--- src/sifs_map.svh ---
`ifndef SIFS_MAP_SVH
`define SIFS_MAP_SVH

// ----------------------------------------
// register map
// ----------------------------------------
`define SIFS_FUNC_SEL_OFF 8'h10
`define SIFS_STATE_OFF 8'h14
`define SIFS_FUNC_SEL_RST 16'h1777
`define SIFS_ADDR_W 8

// ----------------------------------------
// code field positions
// ----------------------------------------
`define SIFS_F3_LO 12
`define SIFS_F2_LO 8
`define SIFS_F1_LO 4
`define SIFS_F0_LO 0
`define SIFS_PAIR_CODE 2'h3

// ----------------------------------------
// function codes
// ----------------------------------------
`define SIFS_C_BASE 4'h0
`define SIFS_C_LINK_ACT 4'h1
`define SIFS_C_LINK_RX 4'h2
`define SIFS_C_ACT_ON 4'h3
`define SIFS_C_ACT_BLINK 4'h4
`define SIFS_C_5 4'h5
`define SIFS_C_6 4'h6
`define SIFS_C_7 4'h7
`define SIFS_C_FORCE_OFF 4'h8
`define SIFS_C_FORCE_ON 4'h9
`define SIFS_C_FORCE_HIZ 4'hA
`define SIFS_C_FORCE_BLINK 4'hB
`define SIFS_C_DUAL_A 4'hC
`define SIFS_C_DUAL_B 4'hE
`define SIFS_C_DUAL_C 4'hF

// ----------------------------------------
// speed codes and levels
// ----------------------------------------
`define SIFS_SPD_10 2'h0
`define SIFS_SPD_100 2'h1
`define SIFS_SPD_1000 2'h2
`define SIFS_LIT_LEVEL 1'b0
`define SIFS_BURST_PHASES 8

`endif

--- src/sifs_pkg.sv ---
`default_nettype none
package sifs_pkg;

	// ----------------------------------------
	// link status carrier
	// ----------------------------------------
	typedef struct packed {
		logic link_up;
		logic fiber;
		logic [1:0] speed;
		logic full_duplex;
		logic master;
		logic activity;
		logic transmit;
		logic receive;
	} sifs_status_t;

	typedef struct packed {
		logic hiz;
		logic lit;
	} sifs_drive_t;

	typedef enum logic [1:0] {
		SIFS_APB_IDLE = 2'h1,
		SIFS_APB_ACK = 2'h2
	} sifs_apb_st_t;

	typedef struct packed {
		sifs_apb_st_t apb_st;
		logic pready;
		logic pslverr;
		logic [31:0] prdata;
		logic [15:0] func_sel;
		logic blink_phase;
		logic [3:0] out;
		logic [3:0] oe_n;
	} sifs_state_t;

	typedef struct packed {
		logic [2:0] phase;
		logic lit;
	} sifs_burst_state_t;

endpackage
`default_nettype wire

--- src/sifs_top.sv ---
`timescale 1ns/100ps
`default_nettype none
`include "sifs_map.svh"

// Notes on behaviour
// (RULE_01) second field top bits 11 makes third field ignored
// (RULE_02) zeroth field top bits 11 makes first field ignored
// (RULE_03) code 0001: on with link, blink on activity, dark without link
// (RULE_04) code 0011 on with activity; 0100 blinks with activity
// (RULE_05) third and first, code 0010: on link, blink on receive
// (RULE_06) third, second, zeroth: 1000 off, 1001 on, 1010 hi-z, 1011 blink
// (RULE_07) first: 1000 off, 1001 on, 1010 blink; 11xx reserved
// (RULE_08) third, code 0000: on only with fiber link
// (RULE_09) third, code 0110: on at 10 Mbps or 1000 Mbps master
// (RULE_10) third, code 0111: on full duplex, dark half duplex
// (RULE_11) third: 0101 and 11xx reserved
// (RULE_12) second and zeroth, code 0000: on with link
// (RULE_13) second and zeroth, code 0101: on while transmitting
// (RULE_14) second, code 0110: on at 10 or 1000 Mbps link
// (RULE_15) second, code 0111: on only at 10 Mbps; 0010 reserved
// (RULE_16) second: 1100, 1110, 1111 select dual patterns one, two, four
// (RULE_17) zeroth: 1100, 1110, 1111 select dual patterns one, two, three
// (RULE_18) first, code 0000: on only with copper link
// (RULE_19) first, code 0101: on at 100 Mbps or any fiber link
// (RULE_20) first: 0110 on at 100/1000 Mbps; 0111 only at 100 Mbps
// (RULE_21) zeroth, code 0010: burst of three, two, one or no blinks by speed
// (RULE_22) zeroth: 0110 on with copper link; 0111 only at 1000 Mbps
// (RULE_23) on drives the pin low, off drives it high
// (RULE_24) all blinking follows one shared timer so indicators blink in phase; the zeroth's speed burst keeps its own phase counter, out of step
// (RULE_25) unlisted or reserved code leaves the indicator dark
module sifs_top #(
	parameter int BURST_PHASES = `SIFS_BURST_PHASES
) (
	input wire logic pclk,
	input wire logic presetn,
	input wire logic psel,
	input wire logic penable,
	input wire logic pwrite,
	input wire logic [7:0] paddr,
	input wire logic [31:0] pwdata,
	output logic [31:0] prdata,
	output logic pready,
	output logic pslverr,
	input wire sifs_pkg::sifs_status_t link_status,
	input wire logic blink_tick,
	output logic indicator_out_0,
	output logic indicator_out_1,
	output logic indicator_out_2,
	output logic indicator_out_3,
	output logic indicator_oe_n_0,
	output logic indicator_oe_n_1,
	output logic indicator_oe_n_2,
	output logic indicator_oe_n_3
);

	// ----------------------------------------
	// checks
	// ----------------------------------------
	if (BURST_PHASES < 7 || BURST_PHASES > 8) begin : g_bad_burst
		$error("sifs_top: BURST_PHASES must be 7 or 8");
	end

	sifs_pkg::sifs_state_t st_ff;
	sifs_pkg::sifs_state_t nxt_st;
	logic burst_lit;
	logic [1:0] burst_count;
	logic [3:0] code3;
	logic [3:0] code2;
	logic [3:0] code1;
	logic [3:0] code0;
	logic pair_hi;
	logic pair_lo;
	sifs_pkg::sifs_drive_t drv [4];

	assign code3 = st_ff.func_sel[`SIFS_F3_LO +: 4];
	assign code2 = st_ff.func_sel[`SIFS_F2_LO +: 4];
	assign code1 = st_ff.func_sel[`SIFS_F1_LO +: 4];
	assign code0 = st_ff.func_sel[`SIFS_F0_LO +: 4];
	assign pair_hi = (code2[3:2] == `SIFS_PAIR_CODE);
	assign pair_lo = (code0[3:2] == `SIFS_PAIR_CODE);

	// ----------------------------------------
	// speed burst for the zeroth indicator
	// ----------------------------------------
	always_comb begin
		burst_count = 2'h0;
		if (link_status.link_up) begin
			case (link_status.speed)
				`SIFS_SPD_1000: burst_count = 2'h3; // [RULE_21]
				`SIFS_SPD_100: burst_count = 2'h2;
				`SIFS_SPD_10: burst_count = 2'h1;
				default: burst_count = 2'h0;
			endcase
		end
	end

	sifs_burst #(
		.PHASES(BURST_PHASES)
	) u_burst (
		.pclk(pclk),
		.presetn(presetn),
		.blink_tick(blink_tick),
		.blink_count(burst_count),
		.burst_lit(burst_lit)
	);

	// ----------------------------------------
	// single indicator decode
	// ----------------------------------------
	function automatic sifs_pkg::sifs_drive_t decode(input int idx, input logic [3:0] code,
			input sifs_pkg::sifs_status_t s, input logic ph, input logic burst);
		sifs_pkg::sifs_drive_t d;
		logic lk;
		d = '0;
		lk = s.link_up;
		case (code)
			`SIFS_C_BASE: begin
				if (idx == 3) d.lit = lk && s.fiber; // [RULE_08]
				else if (idx == 1) d.lit = lk && !s.fiber; // [RULE_18]
				else d.lit = lk; // [RULE_12]
			end
			`SIFS_C_LINK_ACT: d.lit = lk && (!s.activity || ph); // [RULE_03]
			`SIFS_C_LINK_RX: begin
				if (idx == 3 || idx == 1) d.lit = lk && (!s.receive || ph); // [RULE_05]
				else if (idx == 0) d.lit = burst; // [RULE_21]
				else d.lit = 1'b0; // [RULE_15]
			end
			`SIFS_C_ACT_ON: d.lit = s.activity; // [RULE_04]
			`SIFS_C_ACT_BLINK: d.lit = s.activity && ph; // [RULE_04]
			`SIFS_C_5: begin
				if (idx == 1) d.lit = lk && (s.fiber || s.speed == `SIFS_SPD_100); // [RULE_19]
				else if (idx == 3) d.lit = 1'b0; // [RULE_11]
				else d.lit = s.transmit; // [RULE_13]
			end
			`SIFS_C_6: begin
				case (idx)
					3: d.lit = lk && (s.speed == `SIFS_SPD_10 || // [RULE_09]
						(s.speed == `SIFS_SPD_1000 && s.master));
					2: d.lit = lk && (s.speed == `SIFS_SPD_10 || s.speed == `SIFS_SPD_1000); // [RULE_14]
					1: d.lit = lk && (s.speed == `SIFS_SPD_100 || s.speed == `SIFS_SPD_1000); // [RULE_20]
					default: d.lit = lk && !s.fiber; // [RULE_22]
				endcase
			end
			`SIFS_C_7: begin
				case (idx)
					3: d.lit = s.full_duplex; // [RULE_10]
					2: d.lit = lk && s.speed == `SIFS_SPD_10; // [RULE_15]
					1: d.lit = lk && s.speed == `SIFS_SPD_100; // [RULE_20]
					default: d.lit = lk && s.speed == `SIFS_SPD_1000; // [RULE_22]
				endcase
			end
			`SIFS_C_FORCE_OFF: d.lit = 1'b0; // [RULE_06] [RULE_07]
			`SIFS_C_FORCE_ON: d.lit = 1'b1; // [RULE_06] [RULE_07]
			`SIFS_C_FORCE_HIZ: begin
				// the first indicator has no hi-z code; 1010 blinks there instead
				if (idx == 1) d.lit = ph; // [RULE_07]
				else d.hiz = 1'b1; // [RULE_06]
			end
			`SIFS_C_FORCE_BLINK: begin
				if (idx != 1) d.lit = ph; // [RULE_06] [RULE_24]
			end
			default: d = '0; // [RULE_07] [RULE_11] [RULE_25]
		endcase
		return d;
	endfunction

	// ----------------------------------------
	// dual indicator patterns: [1] lower index, [0] upper index
	// ----------------------------------------
	function automatic logic [1:0] dual(input logic hi_pair, input logic [3:0] code,
			input sifs_pkg::sifs_status_t s, input logic ph);
		logic [1:0] l;
		logic g;
		l = 2'h0;
		g = (s.speed == `SIFS_SPD_1000);
		case (code)
			`SIFS_C_DUAL_A: l = {s.link_up && g, s.link_up && !g};
			`SIFS_C_DUAL_B: l = {s.link_up, s.link_up && s.activity && ph};
			`SIFS_C_DUAL_C: begin
				if (hi_pair) l = {s.link_up && g, s.link_up && s.activity};
				else l = {s.link_up && (!s.activity || ph), s.link_up && s.full_duplex};
			end
			default: l = 2'h0; // [RULE_25]
		endcase
		return l;
	endfunction

	// ----------------------------------------
	// indicator selection
	// ----------------------------------------
	always_comb begin
		logic [1:0] dl;
		logic [1:0] dh;
		dl = dual(1'b0, code0, link_status, st_ff.blink_phase);
		dh = dual(1'b1, code2, link_status, st_ff.blink_phase);
		drv[0] = decode(0, code0, link_status, st_ff.blink_phase, burst_lit);
		drv[1] = decode(1, code1, link_status, st_ff.blink_phase, burst_lit);
		drv[2] = decode(2, code2, link_status, st_ff.blink_phase, burst_lit);
		drv[3] = decode(3, code3, link_status, st_ff.blink_phase, burst_lit);
		if (pair_lo) begin
			drv[0] = '{hiz: 1'b0, lit: dl[1]}; // [RULE_17]
			drv[1] = '{hiz: 1'b0, lit: dl[0]}; // [RULE_02]
		end
		if (pair_hi) begin
			drv[2] = '{hiz: 1'b0, lit: dh[1]}; // [RULE_16]
			drv[3] = '{hiz: 1'b0, lit: dh[0]}; // [RULE_01]
		end
	end

	// ----------------------------------------
	// state update and apb slave
	// ----------------------------------------
	always_comb begin
		nxt_st = st_ff;
		// one shared phase keeps every blinking indicator except the zeroth's speed burst in step
		if (blink_tick) nxt_st.blink_phase = ~st_ff.blink_phase; // [RULE_24]
		for (int i = 0; i < 4; i++) begin
			nxt_st.oe_n[i] = drv[i].hiz;
			// in hi-z the level is parked at off so a glitch never lights the lamp
			nxt_st.out[i] = (drv[i].lit && !drv[i].hiz) ? `SIFS_LIT_LEVEL : ~`SIFS_LIT_LEVEL; // [RULE_23]
		end
		case (st_ff.apb_st)
			sifs_pkg::SIFS_APB_IDLE: begin
				nxt_st.pready = 1'b0;
				nxt_st.pslverr = 1'b0;
				if (psel && penable) begin
					nxt_st.apb_st = sifs_pkg::SIFS_APB_ACK;
					nxt_st.pready = 1'b1;
					nxt_st.prdata = 32'h0000_0000;
					if (paddr == `SIFS_FUNC_SEL_OFF) begin
						if (pwrite) nxt_st.func_sel = pwdata[15:0];
						else nxt_st.prdata = {16'h0000, st_ff.func_sel};
					end else if (paddr == `SIFS_STATE_OFF && !pwrite) begin
						nxt_st.prdata = {23'h000000, st_ff.blink_phase, st_ff.oe_n, ~st_ff.out};
					end else begin
						// writes to read-only status and any access to an unmapped word are refused
						nxt_st.pslverr = 1'b1;
					end
				end
			end
			sifs_pkg::SIFS_APB_ACK: begin
				nxt_st.apb_st = sifs_pkg::SIFS_APB_IDLE;
				nxt_st.pready = 1'b0;
				nxt_st.pslverr = 1'b0;
			end
			default: begin
				nxt_st.apb_st = sifs_pkg::SIFS_APB_IDLE;
				nxt_st.pready = 1'b0;
				nxt_st.pslverr = 1'b0;
			end
		endcase
	end

	always_ff @(posedge pclk or negedge presetn) begin
		if (!presetn) begin
			st_ff.apb_st <= sifs_pkg::SIFS_APB_IDLE;
			st_ff.pready <= 1'b0;
			st_ff.pslverr <= 1'b0;
			st_ff.prdata <= 32'h0000_0000;
			st_ff.func_sel <= `SIFS_FUNC_SEL_RST;
			st_ff.blink_phase <= 1'b0;
			st_ff.out <= 4'hF;
			st_ff.oe_n <= 4'h0;
		end else begin
			st_ff <= nxt_st;
		end
	end

	assign prdata = st_ff.prdata;
	assign pready = st_ff.pready;
	assign pslverr = st_ff.pslverr;
	assign indicator_out_0 = st_ff.out[0];
	assign indicator_out_1 = st_ff.out[1];
	assign indicator_out_2 = st_ff.out[2];
	assign indicator_out_3 = st_ff.out[3];
	assign indicator_oe_n_0 = st_ff.oe_n[0];
	assign indicator_oe_n_1 = st_ff.oe_n[1];
	assign indicator_oe_n_2 = st_ff.oe_n[2];
	assign indicator_oe_n_3 = st_ff.oe_n[3];
endmodule
`default_nettype wire

--- src/sifs_burst.sv ---
`timescale 1ns/100ps
`default_nettype none
`include "sifs_map.svh"

module sifs_burst #(
	parameter int PHASES = `SIFS_BURST_PHASES
) (
	input wire logic pclk,
	input wire logic presetn,
	input wire logic blink_tick,
	input wire logic [1:0] blink_count,
	output logic burst_lit
);

	// ----------------------------------------
	// checks
	// ----------------------------------------
	// three blinks need six slots plus a gap; counter is three bits wide
	if (PHASES < 7 || PHASES > 8) begin : g_bad_phases
		$error("sifs_burst: PHASES must be 7 or 8");
	end

	sifs_pkg::sifs_burst_state_t st_ff;
	sifs_pkg::sifs_burst_state_t nxt_st;

	// ----------------------------------------
	// burst sequencer
	// ----------------------------------------
	always_comb begin
		nxt_st = st_ff;
		if (blink_tick) begin
			if (st_ff.phase == 3'(PHASES - 1)) begin
				nxt_st.phase = 3'h0;
			end else begin
				nxt_st.phase = st_ff.phase + 3'h1;
			end
		end
		// even slots light, one slot per counted blink, then dark gap
		nxt_st.lit = ~st_ff.phase[0] && (st_ff.phase[2:1] < blink_count); // [RULE_21]
	end

	always_ff @(posedge pclk or negedge presetn) begin
		if (!presetn) begin
			st_ff <= '0;
		end else begin
			st_ff <= nxt_st;
		end
	end

	assign burst_lit = st_ff.lit;

endmodule
`default_nettype wire

--- config.mk ---
export PLATFORM = sky130hd
export DESIGN_NAME = sifs_top
export DESIGN_NICKNAME = d
export VERILOG_FILES = /design/src/sifs_pkg.sv /design/src/sifs_top.sv /design/src/sifs_burst.sv
export VERILOG_INCLUDE_DIRS = /design/src /design/src/src
export SDC_FILE = /design/constraint.sdc
export NUM_CORES = 1
export LEC_CHECK = 0
export BUFFER_PORTS_ARGS = -buffer_cell sky130_fd_sc_hd__buf_2
export CORE_ASPECT_RATIO = 2
export CORE_MARGIN = 2
export CORE_UTILIZATION = 42
export CTS_CLUSTER_SIZE = 14
export DETAILED_ROUTE_END_ITERATION = 6
export PLACE_DENSITY_LB_ADDON = 0.3
export SYNTH_ARGS = -nofsm -noshare
export SYNTH_HDL_FRONTEND = slang
export SYNTH_HIERARCHICAL = 1
export SYNTH_SLANG_ARGS = --single-unit
--- constraint.sdc ---
create_clock -name pclk -period 1.8 [get_ports pclk]
set_clock_uncertainty 0.05 [all_clocks]
set_input_delay 0.36 -clock pclk [delete_from_list [all_inputs] [get_ports pclk]]
set_output_delay 0.36 -clock pclk [all_outputs]
set_load 0.01 [all_outputs]
Word level (Yosys, flattened, before mapping)
Cells that the tools add are included.

operators by class
  add/subtract/negate cells = 1
  multiply operators = 0
  divide/modulo/power cells = 0
  order comparisons = 1
  equal/unequal tests = 52
  shifts and indexed selects = 0
  multiplexer cells = 27
  bitwise operators = 3
  reduce and logical (&&, ||, !) cells = 46

operators by type and width
  operator               number
  $eq A4 B4 Y1 const B   17
  $eq A4 B3 Y1 const B   15
  $mux W52               1
  $mux W16               3
  $mux W32               1
  $eq A4 B2 Y1 const B   7
  $logic_and A1 B1 Y1    24
  $pmux W1 S10           2
  $pmux W1 S9            2
  $pmux W2 S3            3
  $eq A4 B1 Y1 const B   4
  $eq A8 B5 Y1 const B   2
  $logic_not A4 Y1       4
  $mux W4                3
  $logic_not A1 Y1       9
  $mux W1                9
  $mux W9                1
  $eq A2 B2 Y1 const B   3
  $logic_or A1 B1 Y1     6
  $eq A2 B1 Y1 const B   2
  $not A4 Y4             1
  $reduce_and A4 Y1      1
  $add A3 B1 Y3 const B  1
  $eq A3 B3 Y1 const B   1
  other kinds (7)        8

word-level totals
  flip-flop bits (word level) = 65
  bits in latches = 0
  RAM bits = 0
  ROM bits = 0
  input bits = 55
  output and inout bits = 42
  memories kept = 0

Logic depth before layout (Yosys ltp)
Gate-level depths: netlist of the first run.

  depth after elaboration = 9
  mapped depth = 7
  mapped depth without buffers = 7

Cells and area by module
The synthesis of the first run kept the hierarchy.

modules (own cells, without submodules)
  module      times used  cells an instance  area an instance (um^2)  sequential area each (um^2)
  sifs_top    1           259                2630.0                   1119.8
  sifs_burst  1           16                 202.7                    100.1

Worst setup path after synthesis of the first run
No wires, ideal clock.

  path type = input -> register
  start = input port paddr[1]
  end = register st_ff, in the netlist code1[3]
  data arrival time = 1521 ps
  data required time = 1625 ps
  path slack = 104 ps
  stages on the path = 5
  path buffers = 1
  cell sequence = or3_4 -> nor3_4 -> nand3_4 -> buf_6 -> mux2_4

on the way
  word-level cells in the longest chain between the ends = 2

RTL lines
  item                                line             text
  from (decl)                         sifs_top.sv:39   input wire logic [7:0] paddr,
  $eq A8 B5 Y1 (no source line)       n/a
  $reduce_and A4 Y1 (no source line)  n/a
  to (signal assigned)                sifs_top.sv:265  st_ff <= nxt_st;
  to (decl)                           sifs_top.sv:63   sifs_pkg::sifs_state_t st_ff;

Every way passes these cells.
A chain may end at the register's enable or synchronous reset.

Worst setup path after layout of the first run
  start = register st_ff[59] (netlist name)
  end = register st_ff, in the netlist code2[3]

on the way
  word-level cells in the longest chain between the ends = 2

RTL lines
  item                                line             text
  $eq A2 B1 Y1                        sifs_top.sv:222  case (st_ff.apb_st)
  $reduce_and A4 Y1 (no source line)  n/a

Every way passes these cells.

==> results of run 1 <==
synthesized netlist by cell type (all sizes together), types with 6 or more instances:
| cell type | instances | share of area (%) |
|---|---|---|
| ha | 7 | 3.1 |
| nor2 | 7 | 0.93 |
| dfrtp | 33 | 29 |
| o21ai | 18 | 3.2 |
| a22o | 8 | 2.5 |
| nand2 | 18 | 2.4 |
| buf | 35 | 9.3 |
| mux2 | 18 | 8.5 |
| a31oi | 6 | 1.3 |
| inv | 15 | 2.0 |
| a21oi | 14 | 2.5 |
| dfstp | 15 | 14 |
| clkbuf | 15 | 2.0 |
cell usage in the layout (no fill, tap or decap), types with 10 or more instances in the layout:
master	instances
dfrtp_1	33
dfstp_2	15
nand2_1	18
inv_1	15
o21ai_0	18
buf_2	63
a21oi_1	14
conb_1	17
mux2_4	10
worst max-delay path by stage:
stage | startpoint | end | slack [ns]
after floorplan | paddr[1] | code1[3]$_DFFE_PN0P_ | 0.10
after global placement | paddr[1] | code3[3]$_DFFE_PN0P_ | 0.03
after detailed placement | paddr[1] | code1[3]$_DFFE_PN0P_ | 0.02
after CTS | st_ff[59]$_DFFE_PN1P_ | code2[3]$_DFFE_PN0P_ | 0.09
after global routing | st_ff[59]$_DFFE_PN1P_ | code1[3]$_DFFE_PN0P_ | 0.03
final | st_ff[59]$_DFFE_PN1P_ | code2[3]$_DFFE_PN0P_ | 0.11
cells by family (layout without fill, tap and decap cells):
group	after synthesis	in the layout	synth area share, %
adder cells (fa/ha/maj)	7	7	3.09
flip-flops	48	48	43.1
XOR/XNOR	3	3	0.928
buffers and inverters	65	94	13.3
AO/OA/AOI/OAI	73	73	17.4
multiplexers	20	20	9.19
AND/OR/NAND/NOR	58	58	12.9
other	1	17	0.132
cell type report:
class	instances	area share [%]
inverters	15	1.74
multi-input cells	178	40.2
clock inverters	2	0.388
clock buffers	6	3.99
repair buffers	71	12.5
well taps	88	3.41
flip-flops and latches	48	37.8
power groups by stage:
stage | registers [W] | clock network, W | logic [W]
after floorplan | 0.00122 | 0 | 0.000293
after global placement | 0.00125 | 0 | 0.000391
after detailed placement | 0.00126 | 0 | 0.000408
after CTS | 0.00124 | 0.000939 | 0.000410
after global routing | 0.00125 | 0.000970 | 0.000463
final | 0.00124 | 0.000908 | 0.000407
flip-flops by register name, indices dropped and copies added, names as in the netlist:
| signal | flops |
|---|---|
| indicator_oe_n_0 | 1 |
| indicator_out_1 | 1 |
| code1 | 4 |
| st_ff | 3 |
| code3 | 4 |
| indicator_out_3 | 1 |
| indicator_out_0 | 1 |
| code2 | 4 |
| prdata | 16 |
| code0 | 4 |
| u_burst/st_ff | 3 |
| u_burst/burst_lit | 1 |
| indicator_oe_n_2 | 1 |
| indicator_oe_n_3 | 1 |
| pready | 1 |
| indicator_out_2 | 1 |
| pslverr | 1 |
through the flow:
| step | area (um^2) | total power (W) | util [%] | hold slack (ns) |
|---|---|---|---|---|
| final | 3230 | 0.00255 | 49.1 | 0.250 |
| after global routing | 3230 | 0.00268 | 49.1 | 0.249 |
| after CTS | 3230 | 0.00259 | 49.1 | 0.242 |
| after detailed placement | 3080 | 0.00166 | 46.8 | 0.267 |
| after global placement | 3080 | 0.00164 | 46.8 | 0.268 |
| after floorplan | 2890 | 0.00151 | - | 0.0144 |
worst reg2reg max path: stages, from the launching register on:
cell and delay [ns]:
dfstp_2 0.52, nand4b_1 0.18, nor3_4 0.26, nand3_4 0.10, buf_12 0.17, mux2_4 0.30
per-layer routing:
layer  GRT usage [%]  wire length (um)
met5               0                 0
met4            6.78               123
met3            3.34               277
met2            32.2              3490
met1            19.3              2220
timing repair:
item,4_1_cts,5_1_grt
endpoints found under the hold margin,11,0
buffers inserted,0,0
gates resized for setup,0,0
hold buffers,1,0
==> run summary, run 1 <==
Syn-to-layout area delta - 13.9%
Period utilisation layout - 93.9%
Post-route setup TNS - 0 ns
Vias in the first global route - 2106
DRT Wirelength - 6110 um
Final WS setup - 0.110 ns
Rows - 42
Worst setup SP type - flip-flop
CTS Root Cell - clkbuf_16
Die Wd - 62.1 um
GPL Wtd Cong - 0.824
Longest Clk Path Bufs - 2
All-layer global routing usage - 17.9%
# fillers - 616
CTS tree - built
Status - completed
Fin. max-slew vios - 0
Critical R2R Capture - code2[3]$_DFFE_PN0P_
Power per standard cell area - 791 nW/um^2
Initial antenna violation count - 0
Register area - 1220 um^2
Initial Util - 43.1%
Worst Reg2Reg Path Length in Cells - 5
WHS Path Cells - 2
CP max stage cell - dfstp_2
Final Critical Period - 1.69 ns
Worst Path Required - 1.92 ns
Drt via density - 5.24
DRT iter0 DRCs - 83
Die area - 7460 um^2
Core area - 6570 um^2
Dpl hpwl - 4690 um
Maxcap violations - 0
Drt drc - 0
Worst reg2reg setup slack - 0.11 ns
N_diodes - 0
Fin. Hold Viols - 0
Sequential power share - 48.5%
Synth unique cells - 55
Fmax - 0.592 GHz
Worst path cell trace - nand4b_1 -> nor3_4 -> nand3_4 -> buf_12 -> mux2_4
Cells after Synth - 275
Yosys warns - 6
Gate power share - 15.9%
CP Buf/Inv Count - 1
Ratio of cells with drive above 1 in the final layout - 36.3%
Sw Share - 27.3%
Area of the multi-input gates - 1300 um^2
DR WL/cell - 15.0 um
Setup WS pre-CTS - 0.0162 ns
Num CTS Buffers - 5
Finish-stage setup viols - 0
Via count - 2137
Max incr delay on CP - 0.52 ns
CP top delay family - simple AND/OR/NAND/NOR gates
Main synth FF type - dfrtp_1
Clock sinks - 48
Synth Area per Inst - 10.3 um^2
CP Max Fanout - 16
Hold path endpoint - code0[2]$_DFFE_PN1P_
Synthesized cell area - 2830 um^2
DRT antenna net count - 0
Clk Latency, worst-skew pair - 0.29 ns
Unrepaired setup endpoints after global routing - no
Worst EP arrival - 1.81 ns
Clock-pin slew on the worst setup and hold paths - 0.07 ns
#FFs+latches synth - 48
Clock power frac - 35.6%
Maximum VDD drop - 0.716 mV
First-pass GRT wire length - 9870 um
Leak pwr - 1.56 nW
Switching pwr - 0.000697 W
Crit end category - flip-flop
Drt pass-1 iters - 4
Net count, final - 381
Cell-internal power - 0.00186 W
H-tree levels - 2
Instance count on the critical path - 5
Placed cells - 399
Worst hold path class - in -> reg
Post-synth EDFFs - 0
Min-delay src - pwdata[2]
Largest net degree at the start of global routing - 32
RR Startpoint - st_ff[59]$_DFFE_PN1P_
Layout Cells excl Fill - 408
Die Ht - 120 um
Register area share after synthesis - 43.1%
# IOs - 97
Type of the worst setup path - reg -> reg
PortBufs - 63
Async S/R FF share, synth - 100%
GRT overflow - 0
(Power assumes the default switching activity.)
==> run 2: changes to the inputs <==
--- a/config.mk
+++ b/config.mk
@@ -13,6 +13,7 @@
 export CTS_CLUSTER_SIZE = 14
 export DETAILED_ROUTE_END_ITERATION = 6
 export PLACE_DENSITY_LB_ADDON = 0.3
+export SLEW_MARGIN = 20
 export SYNTH_ARGS = -nofsm -noshare
 export SYNTH_HDL_FRONTEND = slang
 export SYNTH_HIERARCHICAL = 1
==> constraint.sdc (replaced) <==
create_clock -name pclk -period 1.4 [get_ports pclk]
set_clock_uncertainty 0.05 [all_clocks]
set_input_delay 0.28 -clock pclk [delete_from_list [all_inputs] [get_ports pclk]]
set_output_delay 0.28 -clock pclk [all_outputs]
set_load 0.02 [all_outputs]
==> run 2 against run 1 <==
Net effect: the flow now finishes with violations (negative setup slack); highest routed layer unchanged; count of clock-buffer cells in the layout unchanged; design area up 10%; hold slack worse by 0.089 ns; die area unchanged; non-clock buffer count up 23; final cell count up 5.6%; fmax up 3.7%; wire length up 6.4%; setup slack worse by 0.34 ns; clock power up 70%; largest cell class unchanged.
==> run summary, run 2 (synthesis gave the netlist of run 1 again) <==
Status - finished with violations (was completed)
Failing checks - negative setup slack
Final WS setup - -0.231 ns (was 0.110 ns)
Power per standard cell area - 1060 nW/um^2 (was 791 nW/um^2)
Worst Reg2Reg Path Length in Cells - 5 (unchanged)
Setup WS pre-CTS - -0.313 ns (was 0.0162 ns)
Unrepaired setup endpoints after global routing - yes (was no)
Num CTS Buffers - 5 (unchanged)
Drt via density - 5.14 (was 5.24)
Max FFs per register - 16 (unchanged)
Crit end category - flip-flop (unchanged)
Clk Latency, worst-skew pair - 0.29 ns (about the same)
DRT antenna net count - 0 (unchanged)
Maximum VDD drop - 0.593 mV (was 0.716 mV)
CP max stage cell - dfstp_2 (unchanged)
Longest Clk Path Bufs - 2 (unchanged)
Die Wd - 62.1 um (unchanged)
Initial Util - 43.1% (unchanged)
H-tree levels - 2 (unchanged)
N_diodes - 0 (unchanged)
Type of the worst setup path - reg -> reg (unchanged)
CTS tree - built (unchanged)
# IOs - 97 (unchanged)
Fin. max-slew vios - 0 (unchanged)
# fillers - 593 (was 616)
Die area - 7460 um^2 (unchanged)
Largest net degree at the start of global routing - 37 (was 32)
Commonest non-fill, non-tap cells in the layout - buf_2 (63), dfrtp_1 (31), buf_4 (24) (was buf_2 (63), dfrtp_1 (33), nand2_1 (18), o21ai_0 (18), conb_1 (17))
Final core utilization - 54.0% (was 49.1%)
Most common cell after layout, fill and taps aside - buf_2 (unchanged)
Fin. Hold Viols - 0 (unchanged)
DR WL/cell - 15.1 um (was 15.0 um)
CTS Root Cell - clkbuf_16 (unchanged)
Period utilisation layout - 116% (was 93.9%)
PortBufs - 63 (unchanged)
Post-route setup TNS - -3.33 ns (was 0 ns)
Worst hold path class - in -> reg (unchanged)
Largest Register - prdata (unchanged)
Worst EP arrival - 1.76 ns (was 1.81 ns)
Fmax - 0.613 GHz (was 0.592 GHz)
Rows - 42 (unchanged)
Die Ht - 120 um (unchanged)
DRT Wirelength - 6500 um (was 6110 um)
First-pass GRT wire length - 10300 um (was 9870 um)
Maxcap violations - 0 (unchanged)
GPL Wtd Cong - 0.850 (was 0.824)
Drt drc - 0 (unchanged)
Via count - 2214 (was 2137)
Finish-stage setup viols - 24 (was 0)
DRT iter0 DRCs - 81 (was 83)
Worst setup SP type - flip-flop (unchanged)
Clock-pin slew on the worst setup and hold paths - 0.07 ns (about the same)
Layout Cells excl Fill - 431 (was 408)
WHS Path Cells - 2 (unchanged)
Core area - 6570 um^2 (unchanged)
Instance count on the critical path - 5 (unchanged)
Worst path cell trace - nand4b_1 -> nor3_4 -> nand3_4 -> buf_12 -> mux2_4 (unchanged)
Drt pass-1 iters - 4 (unchanged)
All-layer global routing usage - 18.7% (was 17.9%)
Syn-to-layout area delta - 25.3% (was 13.9%)
Ratio of cells with drive above 1 in the final layout - 44.3% (was 36.3%)
Dpl hpwl - 4880 um (was 4690 um)
GRT overflow - 0 (unchanged)
Worst Path Required - 1.53 ns (was 1.92 ns)
Leak pwr - 1.71 nW (was 1.56 nW)
Vias in the first global route - 2193 (was 2106)
Initial antenna violation count - 0 (unchanged)
CP Buf/Inv Count - 1 (unchanged)
Max incr delay on CP - 0.52 ns (about the same)
Placed cells - 420 (was 399)
Final Critical Period - 1.63 ns (was 1.69 ns)
CP top delay family - flip-flops (was simple AND/OR/NAND/NOR gates)
CP Max Fanout - 16 (unchanged)
Clock sinks - 48 (unchanged)
Net count, final - 404 (was 381)
run 2: cell types whose count changed in the layout (fill, tap and decap cells not counted), sizes merged:
cell	before	now
buf	70	93
bufinv	0	2
clkinvlp	1	0
clkinv	1	0
run 2: through the flow:
stage	total power, W	hold slack, ns	instance area, um^2
after global placement	0.00221	0.141	3230
after floorplan	0.00198	-0.0656	2900
after CTS	0.00377	0.163	3450
after detailed placement	0.00222	0.144	3230
final	0.00378	0.161	3550
after global routing	0.00395	0.162	3550
run 2: final cells by class:
| cell class | instances | area [um^2] | area share [%] |
|---|---|---|---|
| repair buffers | 94 | 603 | 17.0 |
| multi-input cells | 178 | 1370 | 38.6 |
| well taps | 88 | 110 | 3.10 |
| clock buffers | 6 | 129 | 3.63 |
| inverters | 15 | 56.3 | 1.59 |
| flip-flops and latches | 48 | 1220 | 34.4 |
| clock inverters | 2 | 60.1 | 1.69 |
run 2: timing repair:
action,in CTS,in global routing
hold buffers,1,0
hold endpoints to repair,8,0
gates resized for setup,3,21
endpoints found under the setup margin,26,27
pin swaps,2,10
buffers inserted,1,1
run 2: final timing paths:
path | from | endpoint | slack [ns]
worst max-delay path | st_ff[59]$_DFFE_PN1P_ | code2[3]$_DFFE_PN0P_ | -0.23
worst min-delay path | pwdata[14] | code3[2]$_DFFE_PN0P_ | 0.16
worst max register to register | st_ff[59]$_DFFE_PN1P_ | code2[3]$_DFFE_PN0P_ | -0.23
worst min register to register | prdata[1]$_DFFE_PN0P_ | prdata[1]$_DFFE_PN0P_ | 0.43
max in group asynchronous | presetn | code0[1]$_DFFE_PN1P_ | 0.38
min in group asynchronous | presetn | prdata[13]$_DFFE_PN0P_ | 0.36
run 2: layer usage:
| layer | part of all wire, % | up-vias | GRT usage [%] | wire (um) |
|---|---|---|---|---|
| met5 | 0 | - | 0 | 0 |
| met4 | 3.8 | 0 | 12.1 | 249 |
| met3 | 4.8 | 20 | 3.45 | 310 |
| met2 | 55 | 80 | 31.3 | 3550 |
| met1 | 37 | 1058 | 20.2 | 2380 |
| li1 | - | 1056 | - | - |
run 2: where the power goes:
group	switching, W	leakage (nW)	internal [W]
clock network	0.000516	0.0911	0.00102
registers	0.0000892	0.602	0.00149
logic	0.000356	1.02	0.000300
total	0.000962	1.71	0.00281
==> run 3: changes to the inputs <==
--- a/config.mk
+++ b/config.mk
@@ -12,7 +12,8 @@
 export CORE_UTILIZATION = 42
 export CTS_CLUSTER_SIZE = 14
 export DETAILED_ROUTE_END_ITERATION = 6
-export PLACE_DENSITY_LB_ADDON = 0.3
+export PLACE_DENSITY = 0.71
+export RECOVER_POWER = 100
 export SLEW_MARGIN = 20
 export SYNTH_ARGS = -nofsm -noshare
 export SYNTH_HDL_FRONTEND = slang
==> run 3 against run 2 <==
Net effect: the run still ends with negative setup slack left; via count down 0.54%; critical path depth unchanged; flip-flop and latch count unchanged; design area down 4.3%; utilization down 2.3 points; die area unchanged; final cell count up 0.23%; largest cell class unchanged.
==> run summary, run 3 (synthesis gave the netlist of run 1 again) <==
Global routing's busiest layer - met2 (unchanged)
Die Wd - 62.1 um (unchanged)
Switching pwr - 0.000944 W (was 0.000962 W)
Fin. max-slew vios - 0 (unchanged)
Drt drc - 0 (unchanged)
WHS Path Cells - 2 (unchanged)
Leak pwr - 1.60 nW (was 1.71 nW)
Fin. Hold Viols - 0 (unchanged)
Type of the worst setup path - reg -> reg (unchanged)
Final Critical Period - 1.65 ns (was 1.63 ns)
Power per standard cell area - 1050 nW/um^2 (was 1060 nW/um^2)
Instance count on the critical path - 5 (unchanged)
Worst setup startpoint - st_ff[59]$_DFFE_PN1P_ (unchanged)
Worst-Margin Slew - 0.649 ns
All-layer global routing usage - 18.6% (was 18.7%)
Num CTS Buffers - 5 (unchanged)
Met3 usage - 2.69% (was 3.45%)
Initial Util - 43.1% (unchanged)
Maximum VDD drop - 0.514 mV (was 0.593 mV)
Most common cell after layout, fill and taps aside - buf_2 (unchanged)
DRT Wirelength - 6480 um (was 6500 um)
Worst path cell trace - nand4b_1 -> nor3_4 -> nand3_4 -> buf_12 -> mux2_4 (unchanged)
H-tree levels - 2 (unchanged)
DRT iter0 DRCs - 88 (was 81)
Final WS setup - -0.246 ns (was -0.231 ns)
Die area - 7460 um^2 (unchanged)
Fmax - 0.608 GHz (was 0.613 GHz)
DR WL/cell - 15.0 um (was 15.1 um)
CTS tree - built (unchanged)
Cell-internal power - 0.00262 W (was 0.00281 W)
Clk Latency, worst-skew pair - 0.29 ns (about the same)
Max FFs per register - 16 (unchanged)
Finish-stage setup viols - 25 (was 24)
Initial antenna violation count - 0 (unchanged)
Maxcap violations - 0 (unchanged)
RR Startpoint - st_ff[59]$_DFFE_PN1P_ (unchanged)
CTS Root Cell - clkbuf_16 (unchanged)
M2 GR Usage - 35.2% (was 31.3%)
Status - finished with violations (unchanged)
Unrepaired setup endpoints after global routing - yes (unchanged)
Drt via density - 5.10 (was 5.14)
Net count, final - 405 (was 404)
Routing usage on met1 - 17.8% (was 20.2%)
Via count - 2202 (was 2214)
Worst EP arrival - 1.77 ns (was 1.76 ns)
CP top delay family - flip-flops (unchanged)
Crit end category - flip-flop (unchanged)
Final core utilization - 51.7% (was 54.0%)
Longest Clk Path Bufs - 2 (unchanged)
Commonest non-fill, non-tap cells in the layout - buf_2 (37), dfrtp_1 (33), buf_4 (27) (was buf_2 (63), dfrtp_1 (31), buf_4 (24))
Min-delay src - pwdata[8] (was pwdata[14])
Max incr delay on CP - 0.52 ns (about the same)
Normalized max-slew margin - 56.7%
Ratio of cells with drive above 1 in the final layout - 34.9% (was 44.3%)
Worst setup SP type - flip-flop (unchanged)
Die Ht - 120 um (unchanged)
Syn-to-layout area delta - 19.9% (was 25.3%)
Rows - 42 (unchanged)
Clock-pin slew on the worst setup and hold paths - 0.07 ns (about the same)
Period utilisation layout - 118% (was 116%)
DRT antenna net count - 0 (unchanged)
Gate power share - 17.7% (was 17.4%)
Dpl hpwl - 4950 um (was 4880 um)
Clock power frac - 37.9% (was 40.8%)
Core area - 6570 um^2 (unchanged)
Sequential power share - 44.4% (was 41.8%)
CP Buf/Inv Count - 1 (unchanged)
N_diodes - 0 (unchanged)
Failing checks - negative setup slack (unchanged)
Worst hold path class - in -> reg (unchanged)
Setup WS pre-CTS - -0.320 ns (was -0.313 ns)
GRT overflow - 0 (unchanged)
Drt pass-1 iters - 4 (unchanged)
CP Max Fanout - 16 (unchanged)
Vias in the first global route - 2284 (was 2193)
Worst Reg2Reg Path Length in Cells - 5 (unchanged)
Largest net degree at the start of global routing - 49 (was 37)
# IOs - 97 (unchanged)
Sw Share - 26.5% (was 25.5%)
GPL Wtd Cong - 0.865 (was 0.850)
PortBufs - 63 (unchanged)
Clock sinks - 48 (unchanged)
Largest Register - prdata (unchanged)
Worst Path Required - 1.52 ns (was 1.53 ns)
First-pass GRT wire length - 10200 um (was 10300 um)
CP max stage cell - dfstp_2 (unchanged)
## run 3: changes by cell type in the layout (fill, tap and decap cells not counted), sizes merged
cell,previous run,this run
clkbuf,6,33
bufinv,2,1
clkinv,0,1
buf,93,67
## run 3: worst paths after layout
| check | endpoint | slack [ns] |
|---|---|---|
| min in group asynchronous | prdata[14]$_DFFE_PN0P_ | 0.62 |
| max reg2reg | code3[3]$_DFFE_PN0P_ | -0.25 |
| min | code2[0]$_DFFE_PN1P_ | 0.17 |
| max in group asynchronous | code0[3]$_DFFE_PN0P_ | 0.24 |
| min reg2reg | prdata[1]$_DFFE_PN0P_ | 0.43 |
| max | code3[3]$_DFFE_PN0P_ | -0.25 |
## run 3: layout make-up
type / instances / area, um^2
timing repair buffer: 95 / 552
clock inverter: 2 / 35.0
fill: 622 / 3170
multi-input combinational: 178 / 1290
inverter: 15 / 56.3
sequential: 48 / 1220
tap: 88 / 110
clock buffer: 6 / 129
## run 3: through the flow
| step | hold WS (ns) | instance area, um^2 | total power, W | std cells | TNS (ns) |
|---|---|---|---|---|---|
| 2_1_floorplan | -0.0656 | 2900 | 0.00198 | 291 | -2.98 |
| 3_3_place_gp | 0.229 | 3230 | 0.00223 | 420 | -6.68 |
| 3_5_place_dp | 0.234 | 3230 | 0.00224 | 420 | -7.39 |
| 4_1_cts | 0.167 | 3420 | 0.00360 | 429 | -3.89 |
| 5_1_grt | 0.167 | 3400 | 0.00373 | 432 | -5.23 |
| 6_report | 0.174 | 3400 | 0.00356 | 432 | -3.62 |
## run 3: power by group through the flow
stage | sequential (W) | combinational (W) | clock, W
6_report | 0.00158 | 0.000632 | 0.00135
5_1_grt | 0.00159 | 0.000715 | 0.00142
3_3_place_gp | 0.00160 | 0.000625 | 0
2_1_floorplan | 0.00157 | 0.000402 | 0
3_5_place_dp | 0.00160 | 0.000640 | 0
4_1_cts | 0.00158 | 0.000651 | 0.00137
## run 3: routing by layer
metal	routed length [um]	share of wire, %
met3	228	3.5
met4	219	3.4
met5	0	0
met2	3850	59
met1	2190	34
## run 3: timing repair
action / 4_1_cts / 5_1_grt
resized for setup: 4 / 7
pin swaps: 3 / 5
setup endpoints to repair: 25 / 34
hold buffers: 1 / 0
setup buffers: 1 / 3
hold endpoints to repair: 33 / 0
